File: src/design/crpc_pkg.sv
/*
 * crpc_pkg: shared types and constants for the core regulator power control block.
 * assumes: single 250 MHz clock domain, supply-valid detector drives the reset.
 */
package crpc_pkg;

	// ----------------------------------------------------------------
	// init configuration encoding
	// ----------------------------------------------------------------
	localparam int INIT_CFG_W = 2;
	// any configuration other than all-zero means power on at reset release
	localparam logic [INIT_CFG_W-1:0] INIT_CFG_OFF = 2'h0;
	localparam int SYNC_STAGES = 2;
	localparam int CLK_PERIOD_PS = 4000;
	// settle time after enable before core is reported good
	localparam int GOOD_DELAY_NS = 20;
	localparam int GOOD_DELAY_CYC = (GOOD_DELAY_NS * 1000 + CLK_PERIOD_PS - 1) / CLK_PERIOD_PS;
	localparam int GOOD_CNT_W = 4;

	typedef enum logic [1:0] {
		CRPC_ST_INIT,
		CRPC_ST_OFF,
		CRPC_ST_ON
	} crpc_state_t;

	typedef struct packed {
		logic wake_request_n;
		logic counter_match_out;
		logic match_wake_enable;
		logic regulator_shutdown;
		logic test_reset;
	} crpc_wake_in_t;

	typedef struct packed {
		logic core_regulator_en;
		logic core_good;
		logic core_powered;
	} crpc_status_t;

endpackage

File: src/design/crpc_core_regulator_power_control.sv
/*
 * crpc_core_regulator_power_control: latched enable for the core regulator.
 * assumes: i_rstn comes from the supply-valid detector and drops on supply
 * fail; fabric and counter inputs are synchronous to i_clock; the wake pin
 * and test-reset pin are asynchronous board signals.
 */
`timescale 1ns/1ps
module crpc_core_regulator_power_control #(
	parameter logic [crpc_pkg::INIT_CFG_W-1:0] INIT_POWER_STATE = 2'h1,
	parameter int GOOD_DELAY = crpc_pkg::GOOD_DELAY_CYC
) (
	input wire logic i_clock,
	input wire logic i_rstn,
	input wire crpc_pkg::crpc_wake_in_t i_wake,
	output crpc_pkg::crpc_status_t o_status
);
	// ----------------------------------------------------------------
	// state
	// ----------------------------------------------------------------
	typedef struct packed {
		crpc_pkg::crpc_state_t state;
		logic en;
		logic [crpc_pkg::GOOD_CNT_W-1:0] good_cnt;
		crpc_pkg::crpc_status_t status;
	} crpc_regs_t;

	localparam logic [crpc_pkg::GOOD_CNT_W-1:0] GOOD_LIMIT = GOOD_DELAY[crpc_pkg::GOOD_CNT_W-1:0];
	localparam logic [crpc_pkg::GOOD_CNT_W-1:0] GOOD_STEP = 4'h1;

	crpc_regs_t r_q;
	crpc_regs_t r_d;
	logic wake_n_sync;
	logic trst_sync;
	logic match_gated;
	logic init_on;
	logic wake_any;
	logic reg_on;

	// ----------------------------------------------------------------
	// input conditioning
	// ----------------------------------------------------------------
	// idle-high reset value so a wake is never seen during reset release
	crpc_sync #(
		.STAGES(crpc_pkg::SYNC_STAGES),
		.RESET_VAL(1'b1)
	) u_wake_sync (
		.i_clock(i_clock),
		.i_rstn(i_rstn),
		.i_async(i_wake.wake_request_n),
		.o_sync(wake_n_sync)
	);

	// test-reset pin has a pull-up: assume high until proven low
	crpc_sync #(
		.STAGES(crpc_pkg::SYNC_STAGES),
		.RESET_VAL(1'b1)
	) u_trst_sync (
		.i_clock(i_clock),
		.i_rstn(i_rstn),
		.i_async(i_wake.test_reset),
		.o_sync(trst_sync)
	);

	assign match_gated = i_wake.counter_match_out & i_wake.match_wake_enable;
	assign init_on = (INIT_POWER_STATE != crpc_pkg::INIT_CFG_OFF);
	assign wake_any = ~wake_n_sync | match_gated;

	// ----------------------------------------------------------------
	// start decode
	// ----------------------------------------------------------------
	// shutdown always wins over a start request in the same cycle
	function automatic logic start_ok(input logic req, input logic shut);
		return req & ~shut;
	endfunction

	// ----------------------------------------------------------------
	// control
	// ----------------------------------------------------------------
	always_comb begin
		r_d = r_q;
		case (r_q.state)
			crpc_pkg::CRPC_ST_INIT: begin
				// init state only acts once, at reset release
				if (start_ok(init_on, i_wake.regulator_shutdown)) begin
					r_d.en = 1'b1;
					r_d.state = crpc_pkg::CRPC_ST_ON;
				end else begin
					r_d.state = crpc_pkg::CRPC_ST_OFF;
				end
			end
			crpc_pkg::CRPC_ST_OFF: begin
				if (start_ok(wake_any, i_wake.regulator_shutdown)) begin
					r_d.en = 1'b1;
					r_d.state = crpc_pkg::CRPC_ST_ON;
				end
			end
			crpc_pkg::CRPC_ST_ON: begin
				// wake sources cannot clear; only the fabric can
				if (i_wake.regulator_shutdown) begin
					r_d.en = 1'b0;
					r_d.state = crpc_pkg::CRPC_ST_OFF;
				end
			end
			default: begin
				r_d.en = 1'b0;
				r_d.state = crpc_pkg::CRPC_ST_OFF;
			end
		endcase
		// test reset overrides the output only; the latch is left untouched
		reg_on = r_d.en | trst_sync;
		if (!reg_on) begin
			r_d.good_cnt = '0;
		end else if (r_q.good_cnt != GOOD_LIMIT) begin
			r_d.good_cnt = r_q.good_cnt + GOOD_STEP;
		end
		r_d.status.core_regulator_en = reg_on;
		r_d.status.core_good = reg_on && (r_d.good_cnt == GOOD_LIMIT);
		r_d.status.core_powered = r_d.status.core_good;
	end

	always_ff @(posedge i_clock or negedge i_rstn) begin
		if (!i_rstn) begin
			r_q <= '{state: crpc_pkg::CRPC_ST_INIT, en: 1'b0, good_cnt: '0, status: '0};
		end else begin
			r_q <= r_d;
		end
	end

	assign o_status = r_q.status;

	// ----------------------------------------------------------------
	// checks
	// ----------------------------------------------------------------
	chk_shutdown_clears_en: assert property (
		@(posedge i_clock) disable iff (!i_rstn)
		(i_wake.regulator_shutdown && !trst_sync) |=> !o_status.core_regulator_en)
		else $error("regulator enabled while fabric shutdown active");

	chk_latch_holds: assert property (
		@(posedge i_clock) disable iff (!i_rstn)
		(r_q.en && !i_wake.regulator_shutdown) |=> r_q.en)
		else $error("latched enable dropped without shutdown");

	chk_only_fabric_clears: assert property (
		@(posedge i_clock) disable iff (!i_rstn)
		$fell(r_q.en) |-> $past(i_wake.regulator_shutdown))
		else $error("enable cleared by something other than shutdown");

	chk_wake_pin_sets: assert property (
		@(posedge i_clock) disable iff (!i_rstn)
		(!i_wake.wake_request_n && !i_wake.regulator_shutdown) [*3] |=> r_q.en)
		else $error("wake pin did not set enable within three cycles");

	chk_match_gated: assert property (
		@(posedge i_clock) disable iff (!i_rstn)
		(r_q.state == crpc_pkg::CRPC_ST_OFF && wake_n_sync && !i_wake.match_wake_enable)
		|=> !r_q.en)
		else $error("counter match woke regulator while disabled");

	chk_match_sets: assert property (
		@(posedge i_clock) disable iff (!i_rstn)
		(r_q.state == crpc_pkg::CRPC_ST_OFF && match_gated && !i_wake.regulator_shutdown)
		|=> r_q.en)
		else $error("counter match did not set enable");

	chk_trst_forces_on: assert property (
		@(posedge i_clock) disable iff (!i_rstn)
		trst_sync |=> o_status.core_regulator_en)
		else $error("test reset high but regulator off");

	chk_init_start: assert property (
		@(posedge i_clock) disable iff (!i_rstn)
		(r_q.state == crpc_pkg::CRPC_ST_INIT && !i_wake.regulator_shutdown)
		|=> (r_q.en == init_on))
		else $error("init configuration not applied at reset release");

	chk_good_needs_en: assert property (
		@(posedge i_clock) disable iff (!i_rstn)
		o_status.core_good |-> (o_status.core_regulator_en && o_status.core_powered))
		else $error("core good without regulator enable");

	chk_reset_clears: assert property (
		@(posedge i_clock)
		$rose(i_rstn) |-> (r_q.state == crpc_pkg::CRPC_ST_INIT && !r_q.en))
		else $error("control state not cleared by reset");

	chk_shutdown_blocks_wake: assert property (
		@(posedge i_clock) disable iff (!i_rstn)
		(r_q.state != crpc_pkg::CRPC_ST_ON && i_wake.regulator_shutdown) |=> !r_q.en)
		else $error("enable set while fabric shutdown active");

	chk_en_needs_source: assert property (
		@(posedge i_clock) disable iff (!i_rstn)
		$rose(r_q.en)
		|-> $past(wake_any || (r_q.state == crpc_pkg::CRPC_ST_INIT && init_on)))
		else $error("enable set with no wake source");

	chk_trst_no_latch: assert property (
		@(posedge i_clock) disable iff (!i_rstn)
		(r_q.state == crpc_pkg::CRPC_ST_OFF && !wake_any) |=> !r_q.en)
		else $error("latched enable set with no wake source present");

	chk_sync_delay: assert property (
		@(posedge i_clock) disable iff (!i_rstn)
		$fell(wake_n_sync) |-> !$past(i_wake.wake_request_n, 2))
		else $error("wake pin reached the logic without two sync stages");

	// assumes a settle count of two or more cycles
	chk_good_lags_en: assert property (
		@(posedge i_clock) disable iff (!i_rstn)
		$rose(o_status.core_good) |-> $past(o_status.core_regulator_en))
		else $error("core good rose together with the regulator enable");
endmodule

File: src/design/crpc_sync.sv
/*
 * crpc_sync: multi-stage level synchroniser.
 * assumes: destination clock free running; input may change at any time.
 */
`timescale 1ns/1ps
module crpc_sync #(
	parameter int STAGES = 2,
	parameter logic RESET_VAL = 1'b1
) (
	input wire logic i_clock,
	input wire logic i_rstn,
	input wire logic i_async,
	output logic o_sync
);
	logic [STAGES-1:0] chain_q;

	// only the last stage is read outside this module
	always_ff @(posedge i_clock or negedge i_rstn) begin
		if (!i_rstn) begin
			chain_q <= {STAGES{RESET_VAL}};
		end else begin
			chain_q <= {chain_q[STAGES-2:0], i_async};
		end
	end

	assign o_sync = chain_q[STAGES-1];
endmodule

File: config.mk
export PLATFORM = sky130hd
export DESIGN_NAME = crpc_core_regulator_power_control
export DESIGN_NICKNAME = d
export VERILOG_FILES = /design/src/design/crpc_pkg.sv /design/src/design/crpc_core_regulator_power_control.sv /design/src/design/crpc_sync.sv
export SDC_FILE = /design/constraint.sdc
export NUM_CORES = 1
export LEC_CHECK = 0
export BUFFER_PORTS_ARGS = -buffer_cell sky130_fd_sc_hd__buf_2
export CAP_MARGIN = 20
export CORE_MARGIN = 1
export CORE_UTILIZATION = 39
export CTS_BUF_LIST = sky130_fd_sc_hd__clkbuf_2 sky130_fd_sc_hd__clkbuf_4 sky130_fd_sc_hd__clkbuf_8
export CTS_CLUSTER_DIAMETER = 30
export DETAILED_ROUTE_END_ITERATION = 10
export PLACE_DENSITY = 0.68
export SLEW_MARGIN = 20
export SYNTH_ARGS = -nofsm -noshare
export SYNTH_HDL_FRONTEND = slang
export SYNTH_SLANG_ARGS = --single-unit
File: constraint.sdc
create_clock -name i_clock -period 3.66 [get_ports i_clock]
set_clock_uncertainty 0.05 [all_clocks]
set_input_delay 0.732 -clock i_clock [delete_from_list [all_inputs] [get_ports i_clock]]
set_output_delay 0.732 -clock i_clock [all_outputs]
set_load 0.1 [all_outputs]
# Yosys cells after proc, flatten, opt, wreduce, memory -nomap -nowiden
# Cells that the tools add are included.
dict set report word_totals {
  reg_bits 13
  input_bits 7
  wordCells 30
  output_inout_bits 3
}
dict set report classes {
  mux 7
  addsub 1
  eq_ne 6
  reduce_logical 3
  n_bitwise 6
}
# operator count
set ops {}
lappend ops {{case mux 3 bit (3 select lines)} 1}
lappend ops {{2-to-1 mux 4 bit} 2}
lappend ops {{2-to-1 mux 3 bit} 2}
lappend ops {{adder 4 x 1 -> 4 bit, second input constant} 1}
lappend ops {{equality test 4 x 3 -> 1 bit, second input constant} 1}
lappend ops {{!= test 2 bit, second input constant} 2}
lappend ops {{!= test 4 x 3 -> 1 bit, second input constant} 1}
lappend ops {{bitwise AND 1 bit} 2}
lappend ops {{equality test 2 x 1 -> 1 bit, second input constant} 1}
lappend ops {{equality test 2 bit, second input constant} 1}
lappend ops {{logical NOT 2 bit} 1}
lappend ops {{2-to-1 mux 2 bit} 1}
lappend ops {{NOT 1 bit} 2}
lappend ops {{OR 1 bit} 2}
lappend ops {{AND reduction 2 bit} 1}
lappend ops {{logical AND 1 bit} 1}
lappend ops {{2-to-1 mux 1 bit} 1}

# Depth between registers and ports, before layout
# Gate-level depths: netlist (run 1).
dict set report logic_depth {
  depth_word 9
  mapped_depth 6
  mapped_depth_nobuf 6
}

# By module
# A second synthesis (run 1) with hierarchy kept.
dict set report hier_totals {
  cells_unflattened 50
  area_unflattened_um2 571.8
}
# mod instances seq_area_each_um2 cells_each area_per_inst_um2
set modules_own_cells {}
lappend modules_own_cells {crpc_core_regulator_power_control 1 225.2 46 466.7}
lappend modules_own_cells {crpc_sync 2 52.6 2 52.6}

# Least setup slack after synthesis (run 1)
# OpenSTA, ideal clock, no wires.
dict set report synth_timing {
  path_type {input-to-reg}
  startpoint {input port i_wake[3] in the netlist's numbering}
  endpoint {register r_q (netlist bit o_status[0])}
  required_time_ns 3.483
  setup_ns 0.127
  stages 4
  path_buffers 0
  path_slack_ns 2.194
  arrival_time_ns 1.290
  cell_sequence {a21boi_2 -> nand3b_1 -> a21oi_4 -> nor3_2}
}
# item line
set synth_rtl {}
lappend synth_rtl {{start, declared} crpc_core_regulator_power_control.sv:14} ;# input wire crpc_pkg::crpc_wake_in_t i_wake,
lappend synth_rtl {{end signal, assigned} crpc_core_regulator_power_control.sv:123} ;# r_q <= '{state: crpc_pkg::CRPC_ST_INIT, en: 1'b0, good_cnt: '0, status: '0};
lappend synth_rtl {{end signal, assigned} crpc_core_regulator_power_control.sv:125} ;# r_q <= r_d;
lappend synth_rtl {{end, declared} crpc_core_regulator_power_control.sv:30} ;# crpc_regs_t r_q;

==> flow_metrics.env, run 1 <==
export IMPL_core_um2=1350
export IMPL_nets=70
export IMPL_crit_required_ns=2.88
export IMPL_start_util_pct=43.7
export IMPL_place_congestion=0.699
export IMPL_wl_met3_um=31
export IMPL_clk_pin_slew_ns=0.07
export IMPL_ys_ff_latch=13
export IMPL_power_leakage_uw=0.000298
export IMPL_cts_tree="yes"
export IMPL_outcome="completed"
export IMPL_maxSlewViolCount=0
export IMPL_crit_chain="buf_2"
export IMPL_endpoint_kind="primary output"
export IMPL_met1Wirelength_um=337
export IMPL_areaGrowthSynthToFinish_pct=12.1
export IMPL_top_layer="met4"
export IMPL_dp_cells=71
export IMPL_grt_pass1_vias=317
export IMPL_period_needed_ns=1.80
export IMPL_clk_latency_ns=0.27
export IMPL_max_cap_viol_count=0
export IMPL_ys_seq_area_share_pct=56.1
export IMPL_fp_row_count=13
export IMPL_slowest_delay_ns=0.42
export IMPL_cts_sinks=13
export IMPL_cp_max_fo=2
export IMPL_io_pins=10
export IMPL_die_w_um=40.9
export IMPL_multi_input_area_um2=221
export IMPL_tightestPinTransition_ns=0.482
export IMPL_post_cts_resize_count=0
export IMPL_grt_pass1_wl_mm=1.27
export IMPL_antenna_cells=0
export IMPL_dr_wl_met2_um=373
export IMPL_finalSetupViolations=0
export IMPL_ys_warn_count=0
export IMPL_crit_buf_inv=1
export IMPL_fmax_mhz=554
export IMPL_via_count=358
export IMPL_first_iter_violations=1
export IMPL_root_buffer="clkbuf_4"
export IMPL_slew_headroom_pct=68.1
export IMPL_drt_pass1_iterations=2
export IMPL_hold_path_class="in2async"
export IMPL_crit_family="buffers and inverters"
export IMPL_postSynthCellCount=50
export IMPL_grt_max_degree=14
export IMPL_ir_drop_uv=324
export IMPL_fin_tns_setup_ns=0
export IMPL_regArea_um2=330
export IMPL_power_density_nw_per_um2=777
export IMPL_grt_ovfl_total=0
export IMPL_vias_per_cell=4.77
export IMPL_grt_util_all_layers_pct=12.6
export IMPL_finalWirelength_um=748
export IMPL_cts_made_buffers=3
export IMPL_crit_arrival_ns=1.02
export IMPL_ant_nets=0
export IMPL_crit_type="reg2out"
export IMPL_final_cells=75
export IMPL_post_cts_setup_buffers=0
export IMPL_rsz0062_at_grt="false"
export IMPL_hold_buffers=0
export IMPL_port_buffers=9
export IMPL_routed_wire_length_per_instance_um=9.97
export IMPL_drive_gt1_share_pct=41.7
export IMPL_htreeDepth=1
export IMPL_clk_path_buf_depth=2
export IMPL_antenna_found_initial=0
export IMPL_dp_hpwl_um=612
export IMPL_synthDistinctLibCells=23
export IMPL_fp_dieH_um=40.9
export IMPL_syn_avg_cell_area_um2=11.8
export IMPL_die_area_um2=1670
export IMPL_final_cell_mix="buf_2, dfrtp_1, nor2_1"
export IMPL_fill_cells=129
export IMPL_hold_viol=0
export IMPL_slowest_stage="buf_2"
export IMPL_syn_area_um2=589
export IMPL_fin_crit_sh_pct=49.3
export IMPL_drc=0
export IMPL_synth_nets=59
export IMPL_start_kind="register"
[cell type report]
type / count / share of cell area (%)
Timing Repair Buffer: 9 / 6.82
Multi-Input combinational cell: 30 / 33.5
Tap cell: 15 / 2.84
Inverter: 4 / 2.27
Clock buffer: 4 / 4.55
Sequential cell: 13 / 50.0
[cell families after synthesis]
kind of cell             after synthesis  share of synthesized area [%]
AND/OR/NAND/NOR                       19                           18.5
XOR/XNOR                               1                           1.49
AO/OA/AOI/OAI                          8                           13.4
buffers and inverters                  7                           6.37
adder cells (fa/ha/maj)                2                           4.25
flip-flops                            13                           56.1
[stage by stage]
stage          worst slack, ns  area, µm²  hold slack (ns)  total power [µW]  util [%]
4_1_cts                   1.84        661            0.282               522      48.9
6_report                  1.86        661            0.278               513      48.9
2_1_floorplan             2.19        589            0.295               405         -
3_5_place_dp              2.00        631            0.297               428      46.7
5_1_grt                   1.77        661            0.278               554      48.9
3_3_place_gp              2.03        631            0.296               428      46.7
[final timing paths]
check                      slack, ns  cells after the start              startpoint                     end
max                             1.86                      1             o_status[0]             o_status[1]
min                             0.28                      1                  i_rstn                  r_q[6]
max reg2reg                     2.25                      5                  r_q[3]             o_status[0]
min reg2reg                     0.31                      0  u_wake_sync.chain_q[0]  u_wake_sync.chain_q[1]
max in group asynchronous       3.01                      1                  i_rstn  u_wake_sync.chain_q[1]
min in group i_clock            0.31                      0  u_wake_sync.chain_q[0]  u_wake_sync.chain_q[1]
[state kept, by name (all words and copies together) (netlist names)]
| signal | count |
|---|---|
| u_wake_sync.chain_q | 2 |
| u_trst_sync.chain_q | 2 |
| o_status | 2 |
| r_q | 7 |
[report_power, final]
part	internal, µW	leakage (µW)	switching, µW
Sequential	178	0.000152	31.3
Combinational	68.3	0.000128	146
Clock	49.6	0.0000184	40.4
Total	295	0.000298	218
[Yosys cell counts]
master     count  share of area [%]
nor2_1         6                3.8
a21oi_1        2                1.7
nand4_1        1                1.1
dfstp_2        4                 18
nand3b_1       2                2.5
nand3_1        2                1.7
nor2b_1        1                1.1
ha_1           2                4.2
a211o_1        1                1.5
dfrtp_1        9                 38
o21ai_0        1               0.85
a21oi_4        1                2.8
and2b_2        1                1.5
and2_2         1                1.3
inv_1          4                2.5
xnor2_1        1                1.5
nor3_2         2                3.4
buf_4          3                3.8
o2bb2ai_2      1                2.5
nand2_1        2                1.3
a21boi_2       1                1.9
nor3_1         1               0.85
a211oi_2       1                2.1
[metal layers]
| layer | global-route usage (%) | vias up |
|---|---|---|
| li1 | - | 185 |
| met1 | 12.2 | 164 |
| met2 | 19.9 | 7 |
| met3 | 8.15 | 2 |
| met4 | 7.50 | 0 |
| met5 | 0 | - |
Note: power is estimated with default switching activity, not from simulation.
==> inputs of run 2 (changes only) <==
--- a/config.mk
+++ b/config.mk
@@ -12,7 +12,7 @@
 export CTS_BUF_LIST = sky130_fd_sc_hd__clkbuf_2 sky130_fd_sc_hd__clkbuf_4 sky130_fd_sc_hd__clkbuf_8
 export CTS_CLUSTER_DIAMETER = 30
 export DETAILED_ROUTE_END_ITERATION = 10
-export PLACE_DENSITY = 0.68
+export PLACE_DENSITY = 0.7
 export SLEW_MARGIN = 20
 export SYNTH_ARGS = -nofsm -noshare
 export SYNTH_HDL_FRONTEND = slang
==> constraint.sdc (replaced) <==
create_clock -name i_clock -period 1.6 [get_ports i_clock]
set_clock_uncertainty 0.05 [all_clocks]
set_input_delay 0.32 -clock i_clock [delete_from_list [all_inputs] [get_ports i_clock]]
set_output_delay 0.32 -clock i_clock [all_outputs]
set_load 0.1 [all_outputs]
==> run 2 against run 1 <==
  * Combinational power up 130%
  * Core utilization grew 0.56 points
  * Sequential cell count did not move
  * Hold slack lost 0.19 ns
  * Total power grew 130%
  * Setup slack worse by 1.7 ns
  * Largest cell class unchanged
  * Largest power group unchanged
==> flow_metrics.env, run 2 (synthesized netlist as in run 1, its figures left out) <==
export IMPL_outcome="completed"
export IMPL_io_pins=10
export IMPL_fp_row_count=13
export IMPL_slew_headroom_pct=68.0
export IMPL_antenna_cells=0
export IMPL_ir_drop_uv=588
export IMPL_grt_pass1_vias=339
export IMPL_hold_buffers=1
export IMPL_core_um2=1350
export IMPL_grt_ovfl_total=0
export IMPL_slowest_stage="dfrtp_1"
export IMPL_port_buffers=9
export IMPL_r2r_slack_ns=0.18
export IMPL_reg2reg_depth=5
export IMPL_cp_max_fo=6
export IMPL_power_leakage_uw=0.000302
export IMPL_crit_family="flip-flops"
export IMPL_die_w_um=40.9
export IMPL_die_area_um2=1670
export IMPL_htreeDepth=1
export IMPL_drt_pass1_iterations=2
export IMPL_place_congestion=0.717
export IMPL_root_buffer="clkbuf_4"
export IMPL_fmax_mhz=707
export IMPL_crit_buf_inv=0
export IMPL_top_register="r_q"
export IMPL_cts_made_buffers=3
export IMPL_finalSetupViolations=0
export IMPL_crit_type="reg2reg"
export IMPL_start_kind="register"
export IMPL_rsz0062_at_grt="false"
export IMPL_final_core_util_pct=49.5
export IMPL_maxSlewViolCount=0
export IMPL_fp_dieH_um=40.9
export IMPL_endpoint="o_status[0]"
export IMPL_hold_viol=0
export IMPL_place_ws_ns=0.205
export IMPL_slowest_delay_ns=0.44
export IMPL_grt_pass1_wl_mm=1.29
export IMPL_clk_latency_ns=0.27
export IMPL_largest_reg_flops=7
export IMPL_startpoint="r_q[3]"
export IMPL_hold_path_class="in2reg"
export IMPL_ant_nets=0
export IMPL_crit_chain="ha_1, nand2_1, nand3b_1, a211o_1, nor3_2"
export IMPL_drc=0
export IMPL_crit_required_ns=1.74
export IMPL_cts_sinks=13
export IMPL_final_cell_mix="buf_2, dfrtp_1, nor2_1"
export IMPL_grt_util_all_layers_pct=12.9
export IMPL_tightestPinTransition_ns=0.483
export IMPL_post_cts_setup_buffers=0
export IMPL_fin_crit_sh_pct=88.5
export IMPL_start_util_pct=43.7
export IMPL_vias_per_cell=4.80
export IMPL_timing_final_ws_setup_ns=0.185
export IMPL_reg2reg_from="r_q[3]"
export IMPL_clk_path_buf_depth=2
export IMPL_drive_gt1_share_pct=41.0
export IMPL_cp_num_cells=5
export IMPL_period_needed_ns=1.42
export IMPL_grt_max_degree=14
export IMPL_first_iter_violations=2
export IMPL_antenna_found_initial=0
export IMPL_rr_endpoint="o_status[0]"
export IMPL_fin_tns_setup_ns=0
export IMPL_cts_tree="yes"
export IMPL_crit_arrival_ns=1.56
export IMPL_routed_wire_length_per_instance_um=10.1
export IMPL_max_cap_viol_count=0
export IMPL_nets=71
export IMPL_clk_pin_slew_ns=0.08
export IMPL_finalWirelength_um=768
export IMPL_endpoint_kind="register"
export IMPL_post_cts_resize_count=0
export IMPL_power_density_nw_per_um2=1740
export IMPL_dp_hpwl_um=584
export IMPL_via_count=365
export IMPL_areaGrowthSynthToFinish_pct=13.4
[run 2: cell types whose count changed in the layout (fill, tap and decap cells not counted), sizes merged]
cell / previous run / this run
clkbuf: 4 / 3
clkinv: 0 / 1
dlygate4sd3: 0 / 1
[run 2: worst reg2reg max path: stages (launching register included)]
cell and delay (ns):
dfrtp_1 0.44, ha_1 0.29, nand2_1 0.09, nand3b_1 0.07, a211o_1 0.30, nor3_2 0.10
[run 2: per-layer routing]
metal / GRT usage (%) / wire length, µm / vias up
met3: 9.78 / 42 / 0
met1: 13.3 / 349 / 170
met2: 19.5 / 375 / 8
met4: 5.00 / 0 / 0
met5: 0 / 0 / -
li1: - / - / 187
[run 2: report_power, final]
part | internal, µW | switching (µW)
registers | 406 | 70.3
logic | 159 | 336
clock network | 92.5 | 101
total | 657 | 508
[run 2: through the flow]
step	cell area, µm²	std cells	power (µW)	hold slack (ns)
2_1_floorplan	589	50	926	-0.0256
3_3_place_gp	631	71	969	0.166
3_5_place_dp	631	71	980	0.168
4_1_cts	668	76	1190	0.0728
5_1_grt	668	76	1260	0.0617
6_report	668	76	1160	0.0901
[run 2: worst min path at each step]
| stage | start | end | slack, ns | cells past startpoint |
|---|---|---|---|---|
| floorplan | i_rstn | o_status[0] | -0.03 | 0 |
| finish | i_wake[0] | u_trst_sync.chain_q[0] | 0.09 | 1 |
| CTS | i_wake[4] | u_wake_sync.chain_q[0] | 0.07 | 1 |
| global placement | i_rstn | r_q[9] | 0.17 | 1 |
| detailed placement | i_rstn | r_q[9] | 0.17 | 1 |
| global route | i_wake[4] | u_wake_sync.chain_q[0] | 0.06 | 1 |
[run 2: final cells by class]
| type | instances | area, µm² |
|---|---|---|
| repair buffers | 10 | 55.1 |
| clock buffers | 3 | 22.5 |
| multi-input cells | 30 | 221 |
| well taps | 15 | 18.8 |
| inverters | 4 | 15.0 |
| flip-flops and latches | 13 | 330 |
| clock inverters | 1 | 5.00 |
| fillers | 137 | 682 |
==> inputs of run 3 (changes only) <==
--- a/config.mk
+++ b/config.mk
@@ -5,6 +5,7 @@
 export SDC_FILE = /design/constraint.sdc
 export NUM_CORES = 1
 export LEC_CHECK = 0
+export ABC_AREA = 1
 export BUFFER_PORTS_ARGS = -buffer_cell sky130_fd_sc_hd__buf_2
 export CAP_MARGIN = 20
 export CORE_MARGIN = 1
==> run 3 against run 2 <==
  * First-iteration DRC count rose by 100%
  * Count of clock-buffer cells in the layout did not move
  * Fmax rose by 1.2%
  * Die area rose by 5.5%
  * Highest routed layer is now met4
  * Setup slack improved by 0.017 ns
  * Largest cell class unchanged
  * Synthesized cell count rose by 30%
  * Sequential power rose by 3%
  * Routed wire length rose by 12%
  * Via count rose by 13%
==> flow_metrics.env, run 3 <==
export IMPL_period_needed_ns=1.40
export IMPL_cts_sinks=13
export IMPL_syn_area_um2=623
export IMPL_grt_ovfl_total=0
export IMPL_drt_pass1_iterations=2
export IMPL_r2r_slack_ns=0.30
export IMPL_fp_dieH_um=42.0
export IMPL_hold_viol=0
export IMPL_slowest_stage="buf_2"
export IMPL_slowest_delay_ns=0.42
export IMPL_crit_chain="buf_2"
export IMPL_synthFlopType="dfrtp_1"
export IMPL_fmax_mhz=715
export IMPL_yosysMostFrequentCell="inv_1"
export IMPL_start_util_pct=41.4
export IMPL_ys_ff_latch=13
export IMPL_die_area_um2=1760
export IMPL_reg2reg_depth=7
export IMPL_crit_arrival_ns=1.03
export IMPL_synth_area_leader_cell="dfrtp_1"
export IMPL_hold_end="u_wake_sync.chain_q[0]"
export IMPL_clk_path_buf_depth=2
export IMPL_routed_wire_length_per_instance_um=9.32
export IMPL_syn_avg_cell_area_um2=9.59
export IMPL_min_path_cells=1
export IMPL_dp_cells=87
export IMPL_synth_edf_count=0
export IMPL_clk_latency_ns=0.27
export IMPL_vias_per_cell=4.48
export IMPL_rsz0062_at_grt="false"
export IMPL_first_iter_violations=4
export IMPL_largest_reg_flops=7
export IMPL_synth_area_top_cells="dfrtp_1, dfstp_2, inv_1"
export IMPL_synth_top_area_share_pct=36.1
export IMPL_endpoint_kind="primary output"
export IMPL_antenna_cells=0
export IMPL_top_register="r_q"
export IMPL_dp_hpwl_um=665
export IMPL_ir_drop_uv=613
export IMPL_place_congestion=0.795
export IMPL_die_w_um=42.0
export IMPL_max_cap_viol_count=0
export IMPL_htreeDepth=1
export IMPL_postSynthCellCount=65
export IMPL_antenna_found_initial=0
export IMPL_hold_path_class="in2reg"
export IMPL_fin_crit_sh_pct=87.4
export IMPL_grt_util_all_layers_pct=13.0
export IMPL_crit_buf_inv=1
export IMPL_final_cell_mix="inv_1, nand2_1, buf_2, dfrtp_1, nor2_1"
export IMPL_nets=86
export IMPL_ys_warn_count=0
export IMPL_root_buffer="clkbuf_4"
export IMPL_crit_type="reg2out"
export IMPL_reg2reg_from="r_q[4]"
export IMPL_areaGrowthSynthToFinish_pct=12.9
export IMPL_ant_nets=0
export IMPL_synthTopCellsByCount="inv_1, nand2_1, dfrtp_1"
export IMPL_grt_max_degree=14
export IMPL_port_buffers=9
export IMPL_fin_tns_setup_ns=0
export IMPL_outcome="completed"
export IMPL_ys_seq_area_share_pct=53.0
export IMPL_final_cells=92
export IMPL_tightestPinTransition_ns=0.483
export IMPL_total_power_uw=1200
export IMPL_cts_made_buffers=3
export IMPL_finalWirelength_um=857
export IMPL_maxSlewViolCount=0
export IMPL_io_pins=10
export IMPL_grt_pass1_wl_mm=1.63
export IMPL_start_kind="register"
export IMPL_async_flop_share_pct=100
export IMPL_clk_pin_slew_ns=0.08
export IMPL_slew_headroom_pct=68.0
export IMPL_drc=0
export IMPL_rr_endpoint="r_q[3]"
export IMPL_cts_tree="yes"
export IMPL_drive_gt1_share_pct=31.6
export IMPL_fp_row_count=14
export IMPL_power_density_nw_per_um2=1710
export IMPL_crit_required_ns=1.23
export IMPL_via_count=412
export IMPL_final_common_cell="inv_1"
export IMPL_synthDistinctLibCells=18
export IMPL_hold_start="i_wake[4]"
export IMPL_grt_pass1_vias=400
export IMPL_power_leakage_uw=0.000392
export IMPL_core_um2=1510
export IMPL_crit_family="buffers and inverters"
export IMPL_post_cts_resize_count=0
export IMPL_synth_nets=74
export IMPL_cp_max_fo=2
export IMPL_finalSetupViolations=0
run 3: cell types whose count changed in the layout (fill, tap and decap cells not counted), moves of 2 or more:
cell and change:
nand2_1 +11, a21oi_1 -2, inv_1 +11, nand3b_1 -2, nor3_2 -2, o21ai_1 +3
run 3: layout make-up:
class / instances / area, µm²
fillers: 151 / 803
flip-flops and latches: 13 / 330
multi-input cells: 33 / 210
inverters: 16 / 60.1
repair buffers: 10 / 55.1
clock buffers: 3 / 22.5
well taps: 16 / 20.0
clock inverters: 1 / 5.00
run 3: per-layer routing:
metal	global-route usage [%]	share of wire [%]	wire [µm]	vias to the layer above
li1	-	-	-	211
met3	5.17	3.6	31	4
met4	9.68	2.5	21	0
met2	20.3	53	453	10
met5	0	0	0	-
met1	14.0	41	351	187
run 3: kinds of logic after synthesis:
group / count (synthesis) / share of synthesized area [%]
simple gates: 25 / 23.1
xor+xnor: 2 / 2.81
fa+ha+maj: 2 / 4.02
flops: 13 / 53.0
compound gates: 4 / 3.81
buf+inv: 19 / 13.3
run 3: how the worst max path moves through the flow:
stage | start | slack [ns] | cells after the start | to
2_1_floorplan | r_q[4] | 0.41 | 7 | o_status[0]
6_report | o_status[0] | 0.20 | 1 | o_status[1]
4_1_cts | o_status[2] | 0.19 | 1 | o_status[2]
5_1_grt | o_status[0] | 0.16 | 1 | o_status[1]
3_3_place_gp | r_q[4] | 0.35 | 7 | o_status[0]
3_5_place_dp | r_q[4] | 0.32 | 8 | o_status[0]
run 3: metrics by stage:
step	hold WS [ns]	util (%)	instance area [µm²]	setup WS [ns]
after detailed placement	0.169	44.2	666	0.321
after global placement	0.161	44.2	666	0.353
after floorplan	-0.0256	-	623	0.414
final	0.0886	46.7	703	0.201
after CTS	0.0765	46.7	703	0.185
after global routing	0.0605	46.7	703	0.157
run 3: report_power, final:
group          switching (µW)  internal (µW)
clock network             105           92.7
registers                70.1            419
logic                     348            168
total                     523            680
run 3: repair_timing:
item                       CTS  global route
setup buffers                0             0
hold endpoints to repair     9             0
setup endpoints to repair    0             0
hold buffers                 1             0
